## src/shared/pbp_pkg.sv

```systemverilog
// Purpose: Constants and types for the partner base-page upper word bank.
// Assumes: Registers are 16 bits wide, reached in management device 0x07.
// Notes: Field positions index the 16-bit register words.
`default_nettype none
package pbp_pkg;
  localparam logic [4:0] PBP_DEV_ADDR = 5'h07;
  localparam logic [15:0] PBP_LOW_ADDR = 16'h0205;
  localparam logic [15:0] PBP_MID_ADDR = 16'h0206;
  localparam logic [15:0] PBP_HIGH_ADDR = 16'h0207;
  localparam logic [15:0] PBP_MID_RESET = 16'h0000;
  localparam logic [15:0] PBP_HIGH_RESET = 16'h0000;
  // Field positions in the middle word.
  localparam int PBP_MID_LONG_REACH = 14;
  localparam int PBP_MID_GIGABIT = 7;
  localparam int PBP_MID_SR_FULL = 6;
  localparam int PBP_MID_FAST = 5;
  localparam int PBP_MID_MASTER = 4;
  // Field positions in the high word.
  localparam int PBP_HIGH_ENERGY = 14;
  localparam int PBP_HIGH_SWING_CAP = 13;
  localparam int PBP_HIGH_SWING_REQ = 12;
  localparam int PBP_HIGH_SR_HALF = 11;
  // Field position in the low word.
  localparam int PBP_LOW_FORCED = 12;
  // Implemented bits; all others are reserved and read as zero.
  localparam logic [15:0] PBP_MID_MASK = 16'h40f0;
  localparam logic [15:0] PBP_HIGH_MASK = 16'h7800;

  // One management register access request.
  typedef struct packed {
    logic valid;
    logic write;
    logic [4:0] devAddr;
    logic [15:0] regAddr;
    logic [15:0] wrData;
  } pbp_req_t;

  // Read answer.
  typedef struct packed {
    logic valid;
    logic hit;
    logic [15:0] data;
  } pbp_rsp_t;
endpackage
`default_nettype wire

```

## src/rtl/pbp_regs.sv

```systemverilog
// Purpose: Holds the partner base-page middle and high words as snapshots.
// Assumes: The management frame decoder presents one-cycle access requests.
// Notes: The low word itself lives elsewhere; only its read and its live forced flag are observed here.
`timescale 1ns/100ps
`default_nettype none

// Behaviour
// - Reading the low base-page word snapshots the middle and high words.
// - Middle and high word reads return the snapshot, never the live value.
// - Middle word is device 0x07 register 0x0206, resetting to zero.
// - High word is register 0x0207 in device 0x07, resetting to zero.
// - Middle bit 14 shows partner long-reach ability.
// - Middle bit 7 shows partner gigabit ability.
// - Middle bit 6 shows partner short-reach full-duplex ability.
// - Middle bit 5 shows partner fast ability.
// - Middle bit 4 shows partner role: 0 slave, 1 master.
// - High bit 14 shows partner energy-saving ability.
// - High bit 13 shows partner can transmit at high swing.
// - High bit 12 shows partner requests high swing.
// - High bit 11 shows partner short-reach half-duplex ability.
// - Low-word forced flag: role bit is preference (0) or forced (1).
// - Low swing if either lacks capability; else high if either requests.
module pbp_regs (
  input wire logic mclk,
  input wire logic rst,
  input wire pbp_pkg::pbp_req_t req,
  input wire logic partnerLongReachAbility,
  input wire logic partnerGigabitAbility,
  input wire logic partnerShortReachFullDuplex,
  input wire logic partnerFastAbility,
  input wire logic partnerMasterSelect,
  input wire logic partnerRoleForcedLive,
  input wire logic partnerEnergySavingAbility,
  input wire logic partnerHighSwingCapable,
  input wire logic partnerHighSwingRequest,
  input wire logic partnerShortReachHalfDuplex,
  input wire logic localHighSwingCapable,
  input wire logic localHighSwingRequest,
  output var pbp_pkg::pbp_rsp_t rsp,
  output logic partnerRoleForced,
  output logic highSwingSelected
);

  logic [15:0] midLive;
  logic [15:0] highLive;
  logic [15:0] midWord_reg;
  logic [15:0] highWord_reg;
  logic forced_reg;
  logic swing_reg;
  logic lowRead;
  pbp_pkg::pbp_rsp_t rsp_reg;
  pbp_pkg::pbp_rsp_t rsp_next;

  // True when a request is a read of the given register in our device.
  function automatic logic isRead(input pbp_pkg::pbp_req_t r,
                                  input logic [15:0] a);
    isRead = r.valid && !r.write && r.devAddr == pbp_pkg::PBP_DEV_ADDR
             && r.regAddr == a;
  endfunction

  // Assemble the live words; reserved positions stay zero by construction.
  always_comb begin
    midLive = 16'h0000;
    highLive = 16'h0000;
    midLive[pbp_pkg::PBP_MID_LONG_REACH] = partnerLongReachAbility;
    midLive[pbp_pkg::PBP_MID_GIGABIT] = partnerGigabitAbility;
    midLive[pbp_pkg::PBP_MID_SR_FULL] = partnerShortReachFullDuplex;
    midLive[pbp_pkg::PBP_MID_FAST] = partnerFastAbility;
    midLive[pbp_pkg::PBP_MID_MASTER] = partnerMasterSelect;
    highLive[pbp_pkg::PBP_HIGH_ENERGY] = partnerEnergySavingAbility;
    highLive[pbp_pkg::PBP_HIGH_SWING_CAP] = partnerHighSwingCapable;
    highLive[pbp_pkg::PBP_HIGH_SWING_REQ] = partnerHighSwingRequest;
    highLive[pbp_pkg::PBP_HIGH_SR_HALF] = partnerShortReachHalfDuplex;
  end

  assign lowRead = isRead(req, pbp_pkg::PBP_LOW_ADDR);

  // Snapshot on a low-word read so that all three words form one page, even
  // if a new page arrives between the host's reads.
  always_ff @(posedge mclk) begin
    if (rst) begin
      midWord_reg <= pbp_pkg::PBP_MID_RESET;
      highWord_reg <= pbp_pkg::PBP_HIGH_RESET;
    end else if (lowRead) begin
      midWord_reg <= midLive & pbp_pkg::PBP_MID_MASK;
      highWord_reg <= highLive & pbp_pkg::PBP_HIGH_MASK;
    end
  end

  // Forced-role flag follows the low word's live value.
  always_ff @(posedge mclk) begin
    if (rst) begin
      forced_reg <= 1'b0;
    end else begin
      forced_reg <= partnerRoleForcedLive;
    end
  end

  // Transmit level resolution uses the live pages, not the snapshot, since
  // the snapshot only moves when software happens to read.
  always_ff @(posedge mclk) begin
    if (rst) begin
      swing_reg <= 1'b0;
    end else if (!partnerHighSwingCapable || !localHighSwingCapable) begin
      swing_reg <= 1'b0;
    end else begin
      swing_reg <= partnerHighSwingRequest | localHighSwingRequest;
    end
  end

  // Read decode; writes are acknowledged but change nothing.
  always_comb begin
    rsp_next = '0;
    if (req.valid) begin
      rsp_next.valid = 1'b1;
      if (isRead(req, pbp_pkg::PBP_MID_ADDR)) begin
        rsp_next.hit = 1'b1;
        rsp_next.data = midWord_reg;
      end else if (isRead(req, pbp_pkg::PBP_HIGH_ADDR)) begin
        rsp_next.hit = 1'b1;
        rsp_next.data = highWord_reg;
      end else if (req.devAddr == pbp_pkg::PBP_DEV_ADDR &&
                   (req.regAddr == pbp_pkg::PBP_MID_ADDR ||
                    req.regAddr == pbp_pkg::PBP_HIGH_ADDR)) begin
        rsp_next.hit = 1'b1;
      end
    end
  end

  // Answer register.
  always_ff @(posedge mclk) begin
    if (rst) begin
      rsp_reg <= '0;
    end else begin
      rsp_reg <= rsp_next;
    end
  end

  assign rsp = rsp_reg;
  assign partnerRoleForced = forced_reg;
  assign highSwingSelected = swing_reg;
endmodule

`default_nettype wire

```

## config.mk

```make
export PLATFORM = sky130hd
export DESIGN_NAME = pbp_regs
export DESIGN_NICKNAME = d
export VERILOG_FILES = /design/src/shared/pbp_pkg.sv /design/src/rtl/pbp_regs.sv
export SDC_FILE = /design/constraint.sdc
export NUM_CORES = 1
export LEC_CHECK = 0
export CAP_MARGIN = 10
export CORE_MARGIN = 2
export CORE_UTILIZATION = 57
export CTS_BUF_LIST = sky130_fd_sc_hd__clkbuf_4
export CTS_CLUSTER_DIAMETER = 80
export DETAILED_ROUTE_END_ITERATION = 8
export DONT_BUFFER_PORTS = 1
export GPL_TIMING_DRIVEN = 0
export PLACE_DENSITY = 0.75
export SETUP_SLACK_MARGIN = 0.1
export SLEW_MARGIN = 25
export SYNTH_ARGS = -nofsm -noshare
export SYNTH_HDL_FRONTEND = slang
export SYNTH_SLANG_ARGS = --single-unit
export TNS_END_PERCENT = 5
```

## constraint.sdc

```tcl
create_clock -name mclk -period 1.2 [get_ports mclk]
set_clock_uncertainty 0.05 [all_clocks]
set_input_delay 0.18 -clock mclk [delete_from_list [all_inputs] [get_ports mclk]]
set_output_delay 0.18 -clock mclk [all_outputs]
set_load 0.02 [all_outputs]
```

# Yosys cells after proc, flatten, opt, wreduce, memory -nomap -nowiden
# Index checks and enable logic that the tools add are counted.
# classes
eq_ne	4
n_mux	5
bitwise_logic	2
reduce_logical	13
# op_table
op	n
== test 16 x 10 -> 1 bit, second input constant	3
2-to-1 mux 18 bit	1
2-to-1 mux 17 bit	1
2-to-1 mux 15 bit	1
logical AND 1 bit	6
== test 5 x 3 -> 1 bit, second input constant	1
OR reduction 2 bit	2
logical NOT 1 bit	3
logical OR 1 bit	2
2-to-1 mux 1 bit	2
inverter 1 bit	1
bitwise OR 1 bit	1
# word_totals
ff_bits	29
output_inout_bits	20

# Depth between registers and ports, before layout
# Gate-level depths: netlist of the first run.
# logic_depth
ltp_word	7
mapped_depth	5
mapped_depth_nobuf	4

# Worst setup path before layout of the first run
# Ideal clock, no wire load.
# synth_path
kind	input port to flip-flop
from	input port req[24] (netlist bit)
to	register highWord_reg[11]
arrival_time_ns	1.013
t_required_ns	1.018
slack_ns	0.005
stages	5
path_buffers	1
path_cell_list	nor4b_4 -> nand4_2 -> buf_6 -> o21ai_0 -> a21oi_1
# synth_between
elab_chain_len	2
# synth_rtl
item	line_no	source
from (decl)	pbp_regs.sv:26	input wire pbp_pkg::pbp_req_t req,
== test 16 x 10 -> 1 bit	pbp_regs.sv:58	&& r.regAddr == a;
logical AND 1 bit	pbp_regs.sv:58	
to (signal assigned)	pbp_regs.sv:83	highWord_reg <= pbp_pkg::PBP_HIGH_RESET;
to (signal assigned)	pbp_regs.sv:86	highWord_reg <= highLive & pbp_pkg::PBP_HIGH_MASK;
to (decl)	pbp_regs.sv:47	logic [15:0] highWord_reg;
# No other way between the ends.
# A chain may end at the register's enable or synchronous reset.

# Final worst setup path of the first run
# layout_path
from	input port req[29] (netlist bit)
to	register rsp_reg, in the netlist rsp[16]
# layout_between
elab_chain_len	6
# layout_rtl
item	line_no	source
== test 16 x 10 -> 1 bit (on tied branches)	pbp_regs.sv:58, pbp_regs.sv:123, pbp_regs.sv:124	
logical OR 1 bit	pbp_regs.sv:123	(req.regAddr == pbp_pkg::PBP_MID_ADDR ||
logical AND 1 bit	pbp_regs.sv:122	end else if (req.devAddr == pbp_pkg::PBP_DEV_ADDR &&
2-to-1 mux 1 bit	pbp_regs.sv:122	
2-to-1 mux 1 bit	pbp_regs.sv:119	end else if (isRead(req, pbp_pkg::PBP_HIGH_ADDR)) begin
2-to-1 mux 17 bit *	pbp_regs.sv:116	if (isRead(req, pbp_pkg::PBP_MID_ADDR)) begin
to (signal assigned)	pbp_regs.sv:135	rsp_reg <= rsp_next;
to (decl)	pbp_regs.sv:51	pbp_pkg::pbp_rsp_t rsp_reg;
# Mark *: on every way between the ends. The rest lies on a longest branch, timed or not.

==> metrics.log, run 1 <==
INFO  metric maxcap_viol_count = 0
INFO  metric drc = 0
INFO  metric drtAntennaViolNets = 0
INFO  metric drt-vias-per-instance = roughly 5.3
INFO  metric largest_reg_flops = 10
INFO  metric clock_tree.root_cell = clkbuf_4
INFO  metric first_global_vias = 620
INFO  metric cts-buffers-inserted = 3
INFO  metric timing.final.crit_period = ~1.0 ns
INFO  metric static-leakage-power = about 0.46 nW
INFO  metric synth_area = around 910 um^2
INFO  metric critical_path.n_buffers_inverters = 1
INFO  metric clock_sinks = 21
INFO  metric ys_top_cells_by_area = dfxtp_1, buf_4, nand3_1
INFO  metric tns = 0 ns
INFO  metric cellPowerDensity = 1021 mW/mm^2
INFO  metric routedWlPerCell = 13.35 um
INFO  metric cts-root-to-sink-buffers = 2
INFO  metric synthesis.yosys.warnings = 0
INFO  metric detail_route.iter0.violations = 9
INFO  metric ioPinCount = 73
INFO  metric maximum_number_of_pins_on_one_net_before_global_route_repair = 12
INFO  metric final_layout_size_suffix_gt1_frac = 0.1966
INFO  metric post-route-period-util = 0.8741
INFO  metric synthesis.area_per_instance = 10.11 um^2
INFO  metric final_core_utilization = 0.7591
INFO  metric critical_path.endpoint_type = flop
INFO  metric fin_nets = 171
INFO  metric ys_seq_elements = 21
INFO  metric run_status = finished clean
INFO  metric max_freq = between 0.9 and 1 GHz
INFO  metric grt_first_pass_wirelength = 2773 um
INFO  metric clk_latency = 0.29 ns
INFO  metric grt_util_all_layers = 0.1906
INFO  metric die_h = 43.95 um
INFO  metric ys_types = 26
INFO  metric core-area = 0.001506 mm^2
INFO  metric cts_tree = yes
INFO  metric grt_setup_unrepaired = true
INFO  metric worst-path-max-fanout = 3
INFO  metric critPathTopFamily = buffers and inverters
INFO  metric count_of_buffers_from_port_buffering = 0
INFO  metric clkSlewWorstSetupHoldPaths = 0.11 ns
INFO  metric crit_path_cell_trace = nor4_4 -> dlygate4sd3_1 -> nand3_1 -> nor2_1
INFO  metric routed-via-count = 709
INFO  metric vdd_drop_max = about 1.0 mV
INFO  metric max_slew_violation_count = 0
INFO  metric fp.dieArea = roughly 0.0019 mm^2
INFO  metric grt_antenna_before_repair = 0
INFO  metric fp.dieW = roughly 44 um
INFO  metric nFillCells = 120
INFO  metric worstPathRequired = 1.38 ns
INFO  metric routabilityCongestion = 0.7282
INFO  metric layout_common_cells = dfxtp_1, dlygate4sd3_1, nand3_1
INFO  metric final_hold_violation_count = 0
INFO  metric drt-pass1-iter-count = 4
INFO  metric gr-total-overflow = 0
INFO  metric cts_resized = 0
INFO  metric setup-violations-final = 0
INFO  metric flow.area_growth_from_synthesis = 25.72%
INFO  metric setup.worst_path.class = in2reg
INFO  metric arrival_time_reported_for_the_critical_path_endpoint = 1.23 ns
INFO  metric min_path_type = in2reg
INFO  metric synth_top_cell_area_share = 0.4622
INFO  metric cts_htree_levels = 1
INFO  metric worst_path_largest_cell_delay = 0.59 ns
INFO  metric cp-start-kind = input port
INFO  metric synth.largest_area_cell = dfxtp_1
INFO  metric crit_slowest_cell = dlygate4sd3_1
INFO  metric dpl.hpwl = 1223 um
INFO  metric initial_core_util = 0.6038
INFO  metric multiInputGateArea = ~420 um^2
INFO  metric seq_area = ~420 um^2
INFO  metric placementRows = 14
INFO  metric final_common_cell = dfxtp_1
INFO  metric antenna_cells = 0
INFO  metric synth_cells = 90
INFO  metric ys_seq_area_frac = 0.4622
INFO  metric postRouteWirelength = 1776 um
area by class of cell:
type,instances,share of cell area
Buffer,12,0.08534
Timing Repair Buffer,16,0.1379
Multi-Input combinational cell,64,0.3654
Tap cell,16,0.01751
Sequential cell,21,0.3676
Clock buffer,4,0.02626
tightest hold or removal path: stages:
cell,delay (ns)
nor4b_4,0.03
nand3_1,0.07
nor2_1,0.04
repair_timing:
| action | in CTS | in global routing |
|---|---|---|
| hold buffers | 15 | 0 |
| endpoints found under the hold margin | 16 | 0 |
| endpoints found under the setup margin | 0 | 10 |
| setup buffers | 0 | 1 |
worst paths after layout:
check                                 from                 end  slack [ns]  cells after the start
max                                req[29]  rsp[16]$_SDFF_PP0_        0.15                      4
min                                req[26]  rsp[16]$_SDFF_PP0_        0.01                      3
max reg2reg  highWord_reg[14]$_SDFFE_PP0P_  rsp[14]$_SDFF_PP0_        0.54                      2
min reg2reg    midWord_reg[6]$_SDFFE_PP0P_   rsp[6]$_SDFF_PP0_        0.41                      1
Yosys cell counts:
library cell / n
dfxtp_1: 21
nand3_1: 10
a21oi_1: 9
buf_4: 8
o21ai_0: 7
and2_1: 4
and3_1: 3
buf_6: 3
nor2_1: 3
nor2b_1: 3
nor3_1: 2
nor4b_4: 2
o21ai_1: 2
and4_1: 1
and4b_1: 1
and4bb_2: 1
clkbuf_1: 1
conb_1: 1
mux2i_1: 1
nand2_1: 1
nand4_1: 1
nand4_2: 1
nand4b_1: 1
nor3_2: 1
nor3b_2: 1
nor4_4: 1
metal layers:
| layer | track usage | wire length (um) |
|---|---|---|
| met1 | 0.2333 | 751 |
| met2 | 0.3353 | 869 |
| met3 | 0.03750 | 143 |
| met4 | 0.05455 | 11 |
| met5 | 0 | 0 |
report_power, final:
group	total [mW]	leakage (nW)	internal [mW]	switching, mW
clock	0.345	0.0184	0.152	0.194
combinational	0.113	0.267	0.0660	0.0468
sequential	0.709	0.170	0.702	0.00759
cells by family after synthesis:
logic type             share of synthesized area
muxes                                    0.01100
other                                   0.004123
buffers and inverters                     0.1073
AOI/OAI and AO/OA                        0.09903
DFF                                       0.4622
and+or+nand+nor                           0.3164
stage by stage:
step / hold slack [ns] / instances / power [mW] / area [um^2] / worst slack, ns
final: 0.01296 / 133 / 1.167 / 1144 / 0.1511
after floorplan: 0.2016 / 97 / 0.7927 / 935.9 / 0.01904
after global routing: 0.008476 / 133 / 1.214 / 1144 / 0.08731
after CTS: 0.004622 / 132 / 1.176 / 1136 / 0.1303
after detailed placement: 0.2053 / 113 / 0.7967 / 955.9 / -0.1893
after global placement: 0.2042 / 113 / 0.7959 / 955.9 / -0.1569
Note: power is estimated with default switching activity, not from simulation.
==> inputs of run 2 (changes only) <==
Settings changed: CORE_UTILIZATION 57 to 63, PLACE_DENSITY 0.75 to 0.79.
Clock period 1.2 ns to 1 ns, I/O delays scaled along.
==> run 2 against run 1 <==
The flow now finishes with violations (hold timing); flip-flop and latch count is the same; clock power rose by 21%; register-to-register slack lost 0.25 ns; hold slack worse by 0.086 ns; global-route usage up 2.6 points; largest power group unchanged; final cell count unchanged; non-clock buffer count is 1 higher; first-iteration DRC count up 33%; routed wire length increased by 25%; count of clock-buffer cells in the layout down 1; via count rose by 10%; die area shrank 8.7%.
==> metrics.log, run 2 (synthesis results as in run 1) <==
INFO  metric gr-total-overflow = 0 (unchanged)
INFO  metric drt-pass1-iter-count = 4 (unchanged)
INFO  metric grt_first_pass_wirelength = 2884 um (was 2773 um)
INFO  metric clkSlewWorstSetupHoldPaths = 0.12 ns (was 0.11 ns)
INFO  metric static-leakage-power = 0.4767 nW (was 0.4555 nW)
INFO  metric maximum_number_of_pins_on_one_net_before_global_route_repair = 13 (was 12)
INFO  metric drt-vias-per-instance = 5.880 (was 5.331)
INFO  metric layout_common_cells = dlygate4sd3_1, buf_4, nand3_1, dfxtp_2, dfxtp_1 (was dfxtp_1, dlygate4sd3_1, nand3_1)
INFO  metric p_switching = 334.0 uW (was 248.0 uW)
INFO  metric vdd_drop_max = 0.7232 mV (was 1.043 mV)
INFO  metric cellPowerDensity = 1169 mW/mm^2 (was 1021 mW/mm^2)
INFO  metric final_layout_size_suffix_gt1_frac = 0.3898 (was 0.1966)
INFO  metric first_global_vias = 654 (was 620)
INFO  metric antenna_cells = 0 (unchanged)
INFO  metric failed_checks = hold timing
INFO  metric final_core_utilization = 0.9098 (was 0.7591)
INFO  metric core-area = 0.001318 mm^2 (was 0.001506 mm^2)
INFO  metric fp.dieArea = 0.001764 mm^2 (was 0.001931 mm^2)
INFO  metric worst-path-max-fanout = 4 (was 3)
INFO  metric count_of_buffers_from_port_buffering = 0 (unchanged)
INFO  metric cts_htree_levels = 1 (unchanged)
INFO  metric dpl.hpwl = 1228 um (was 1223 um)
INFO  metric clock_sinks = 21 (unchanged)
INFO  metric p_seq_frac = 0.606 (was 0.608)
INFO  metric worst_slack = 0.0004250 ns (was 0.1511 ns)
INFO  metric routabilityCongestion = 0.7480 (was 0.7282)
INFO  metric final_common_cell = dlygate4sd3_1 (was dfxtp_1)
INFO  metric routed-via-count = 782 (was 709)
INFO  metric postRouteWirelength = 2212 um (was 1776 um)
INFO  metric fraction_of_power_consumed_by_the_clock_network = 0.297 (was 0.296)
INFO  metric post-route-period-util = 0.9996
INFO  metric slew_headroom = 0.6641
INFO  metric die_h = 42.00 um (was 43.95 um)
INFO  metric cts_tree = yes (unchanged)
INFO  metric placement.cell_area = 954.7 um^2 (was 955.9 um^2)
INFO  metric drtAntennaViolNets = 0 (unchanged)
INFO  metric grt_util_all_layers = 0.2167 (was 0.1906)
INFO  metric worstPathRequired = 1.20 ns (was 1.38 ns)
INFO  metric multiInputGateArea = 457.9 um^2 (was 417.9 um^2)
INFO  metric maxcap_viol_count = 0 (unchanged)
INFO  metric ioPinCount = 73 (unchanged)
INFO  metric placementRows = 13 (was 14)
INFO  metric worst_path_largest_cell_delay = 0.30 ns (was 0.59 ns)
INFO  metric setup.worst_path.class = in2reg (unchanged)
INFO  metric max_slew_violation_count = 0 (unchanged)
INFO  metric setup-violations-final = 0 (unchanged)
INFO  metric max_freq = approximately 1 GHz
INFO  metric tightest_hold_margin = -0.07287 ns (was 0.01296 ns)
INFO  metric tightest_slew = 0.5039 ns
INFO  metric stdcell_area = 0.001199 mm^2 (was 0.001144 mm^2)
INFO  metric seq_area = 436.7 um^2 (was 420.4 um^2)
INFO  metric fp.dieW = 42.00 um (was 43.95 um)
INFO  metric fin_nets = 172 (was 171)
INFO  metric crit_path_cell_trace = nor4b_4 -> nand4_1 -> nor3_4 -> and2_1 (was nor4_4 -> dlygate4sd3_1 -> nand3_1 -> nor2_1)
INFO  metric timing.final.crit_period = 0.9996 ns
INFO  metric initial_core_util = 0.6904 (was 0.6038)
INFO  metric cts-root-to-sink-buffers = 2 (unchanged)
INFO  metric clk_latency = 0.31 ns (was 0.29 ns)
INFO  metric nFillCells = 60 (was 120)
INFO  metric clock_tree.root_cell = clkbuf_4 (unchanged)
INFO  metric grt_setup_unrepaired = true (unchanged)
INFO  metric p_int = 1.067 mW (was 919.1 uW)
INFO  metric flow.area_growth_from_synthesis = 31.77% (was 25.72%)
INFO  metric min_path_type = in2reg (unchanged)
INFO  metric comb_power_share = 0.097 (about the same)
INFO  metric crit_slowest_cell = nor4b_4 (was dlygate4sd3_1)
INFO  metric post-place-ws = -0.3332 ns (was -0.1893 ns)
INFO  metric grt_antenna_before_repair = 0 (unchanged)
INFO  metric cts-hold-fix-buffers = 13 (was 15)
INFO  metric netSwitchingFraction = 0.2383 (was 0.2125)
INFO  metric cp-start-kind = input port (unchanged)
INFO  metric run_status = finished, violations left (was finished clean)
INFO  metric drc = 0 (unchanged)
INFO  metric final_hold_violation_count = 6 (was 0)
INFO  metric arrival_time_reported_for_the_critical_path_endpoint = 1.20 ns (was 1.23 ns)
INFO  metric critical_path.endpoint_type = flop (unchanged)
INFO  metric largest_reg_flops = 10 (unchanged)
INFO  metric detail_route.iter0.violations = 12 (was 9)
INFO  metric routedWlPerCell = 16.63 um (was 13.35 um)
INFO  metric cts-buffers-inserted = 3 (unchanged)
==> run 2: cell types whose count changed in the layout (fill, tap and decap cells not counted), sizes merged <==
cell	before	now
clkbuf	5	4
dlygate4sd3	15	13
clkinv	0	1
buf	12	15
==> run 2: final cells by class <==
| class | count | area share |
|---|---|---|
| multi-input cells | 64 | 0.3820 |
| flip-flops and latches | 21 | 0.3643 |
| repair buffers | 17 | 0.1336 |
| plain buffers | 12 | 0.08142 |
| clock buffers | 3 | 0.01879 |
| well taps | 15 | 0.01566 |
| clock inverters | 1 | 0.004175 |
==> run 2: through the flow <==
stage / total power [mW] / setup TNS, ns / instances
after floorplan: 0.9512 / -1.850 / 97
after global placement: 0.9550 / -4.507 / 112
after detailed placement: 0.9558 / -4.711 / 112
after CTS: 1.386 / 0 / 131
after global routing: 1.431 / -0.8633 / 133
final: 1.401 / 0 / 133
==> run 2: path summary, 6_finish.rpt <==
path | start | endpoint | slack (ns) | cells past startpoint
max reg2reg | highWord_reg[14]$_SDFFE_PP0P_ | rsp[14]$_SDFF_PP0_ | 0.29 | 2
min | req[30] | rsp[16]$_SDFF_PP0_ | -0.07 | 3
min reg2reg | midWord_reg[5]$_SDFFE_PP0P_ | midWord_reg[5]$_SDFFE_PP0P_ | 0.41 | 2
max | req[20] | rsp[4]$_SDFF_PP0_ | 0.0004 | 4
==> run 2: routing by layer <==
metal	share of wire	global-route usage	wire, um	vias to the layer above
met4	0.0063	0.09677	14	0
met1	0.38	0.2623	830	360
met5	0	0	0	-
li1	-	-	-	365
met3	0.096	0.06466	213	2
met2	0.52	0.3531	1153	55
==> run 2: critical path: cells and delay by family <==
| family | cells | cell delay [ns] |
|---|---|---|
| AND/OR/NAND/NOR | 4 | 1.05 |
==> run 2: timing repair <==
item                                    in CTS  in global routing
endpoints found under the setup margin      25                 29
resized for setup                            7                 15
buffers inserted                             2                  2
pin swaps                                    3                 21
hold endpoints to repair                    18                  8
==> run 2: power by group through the flow <==
| stage | sequential [mW] | clock, mW | combinational (mW) |
|---|---|---|---|
| 2_1_floorplan | 0.870 | 0 | 0.0815 |
| 3_3_place_gp | 0.870 | 0 | 0.0849 |
| 3_5_place_dp | 0.870 | 0 | 0.0858 |
| 4_1_cts | 0.852 | 0.407 | 0.127 |
| 5_1_grt | 0.850 | 0.435 | 0.146 |
| 6_report | 0.849 | 0.416 | 0.136 |
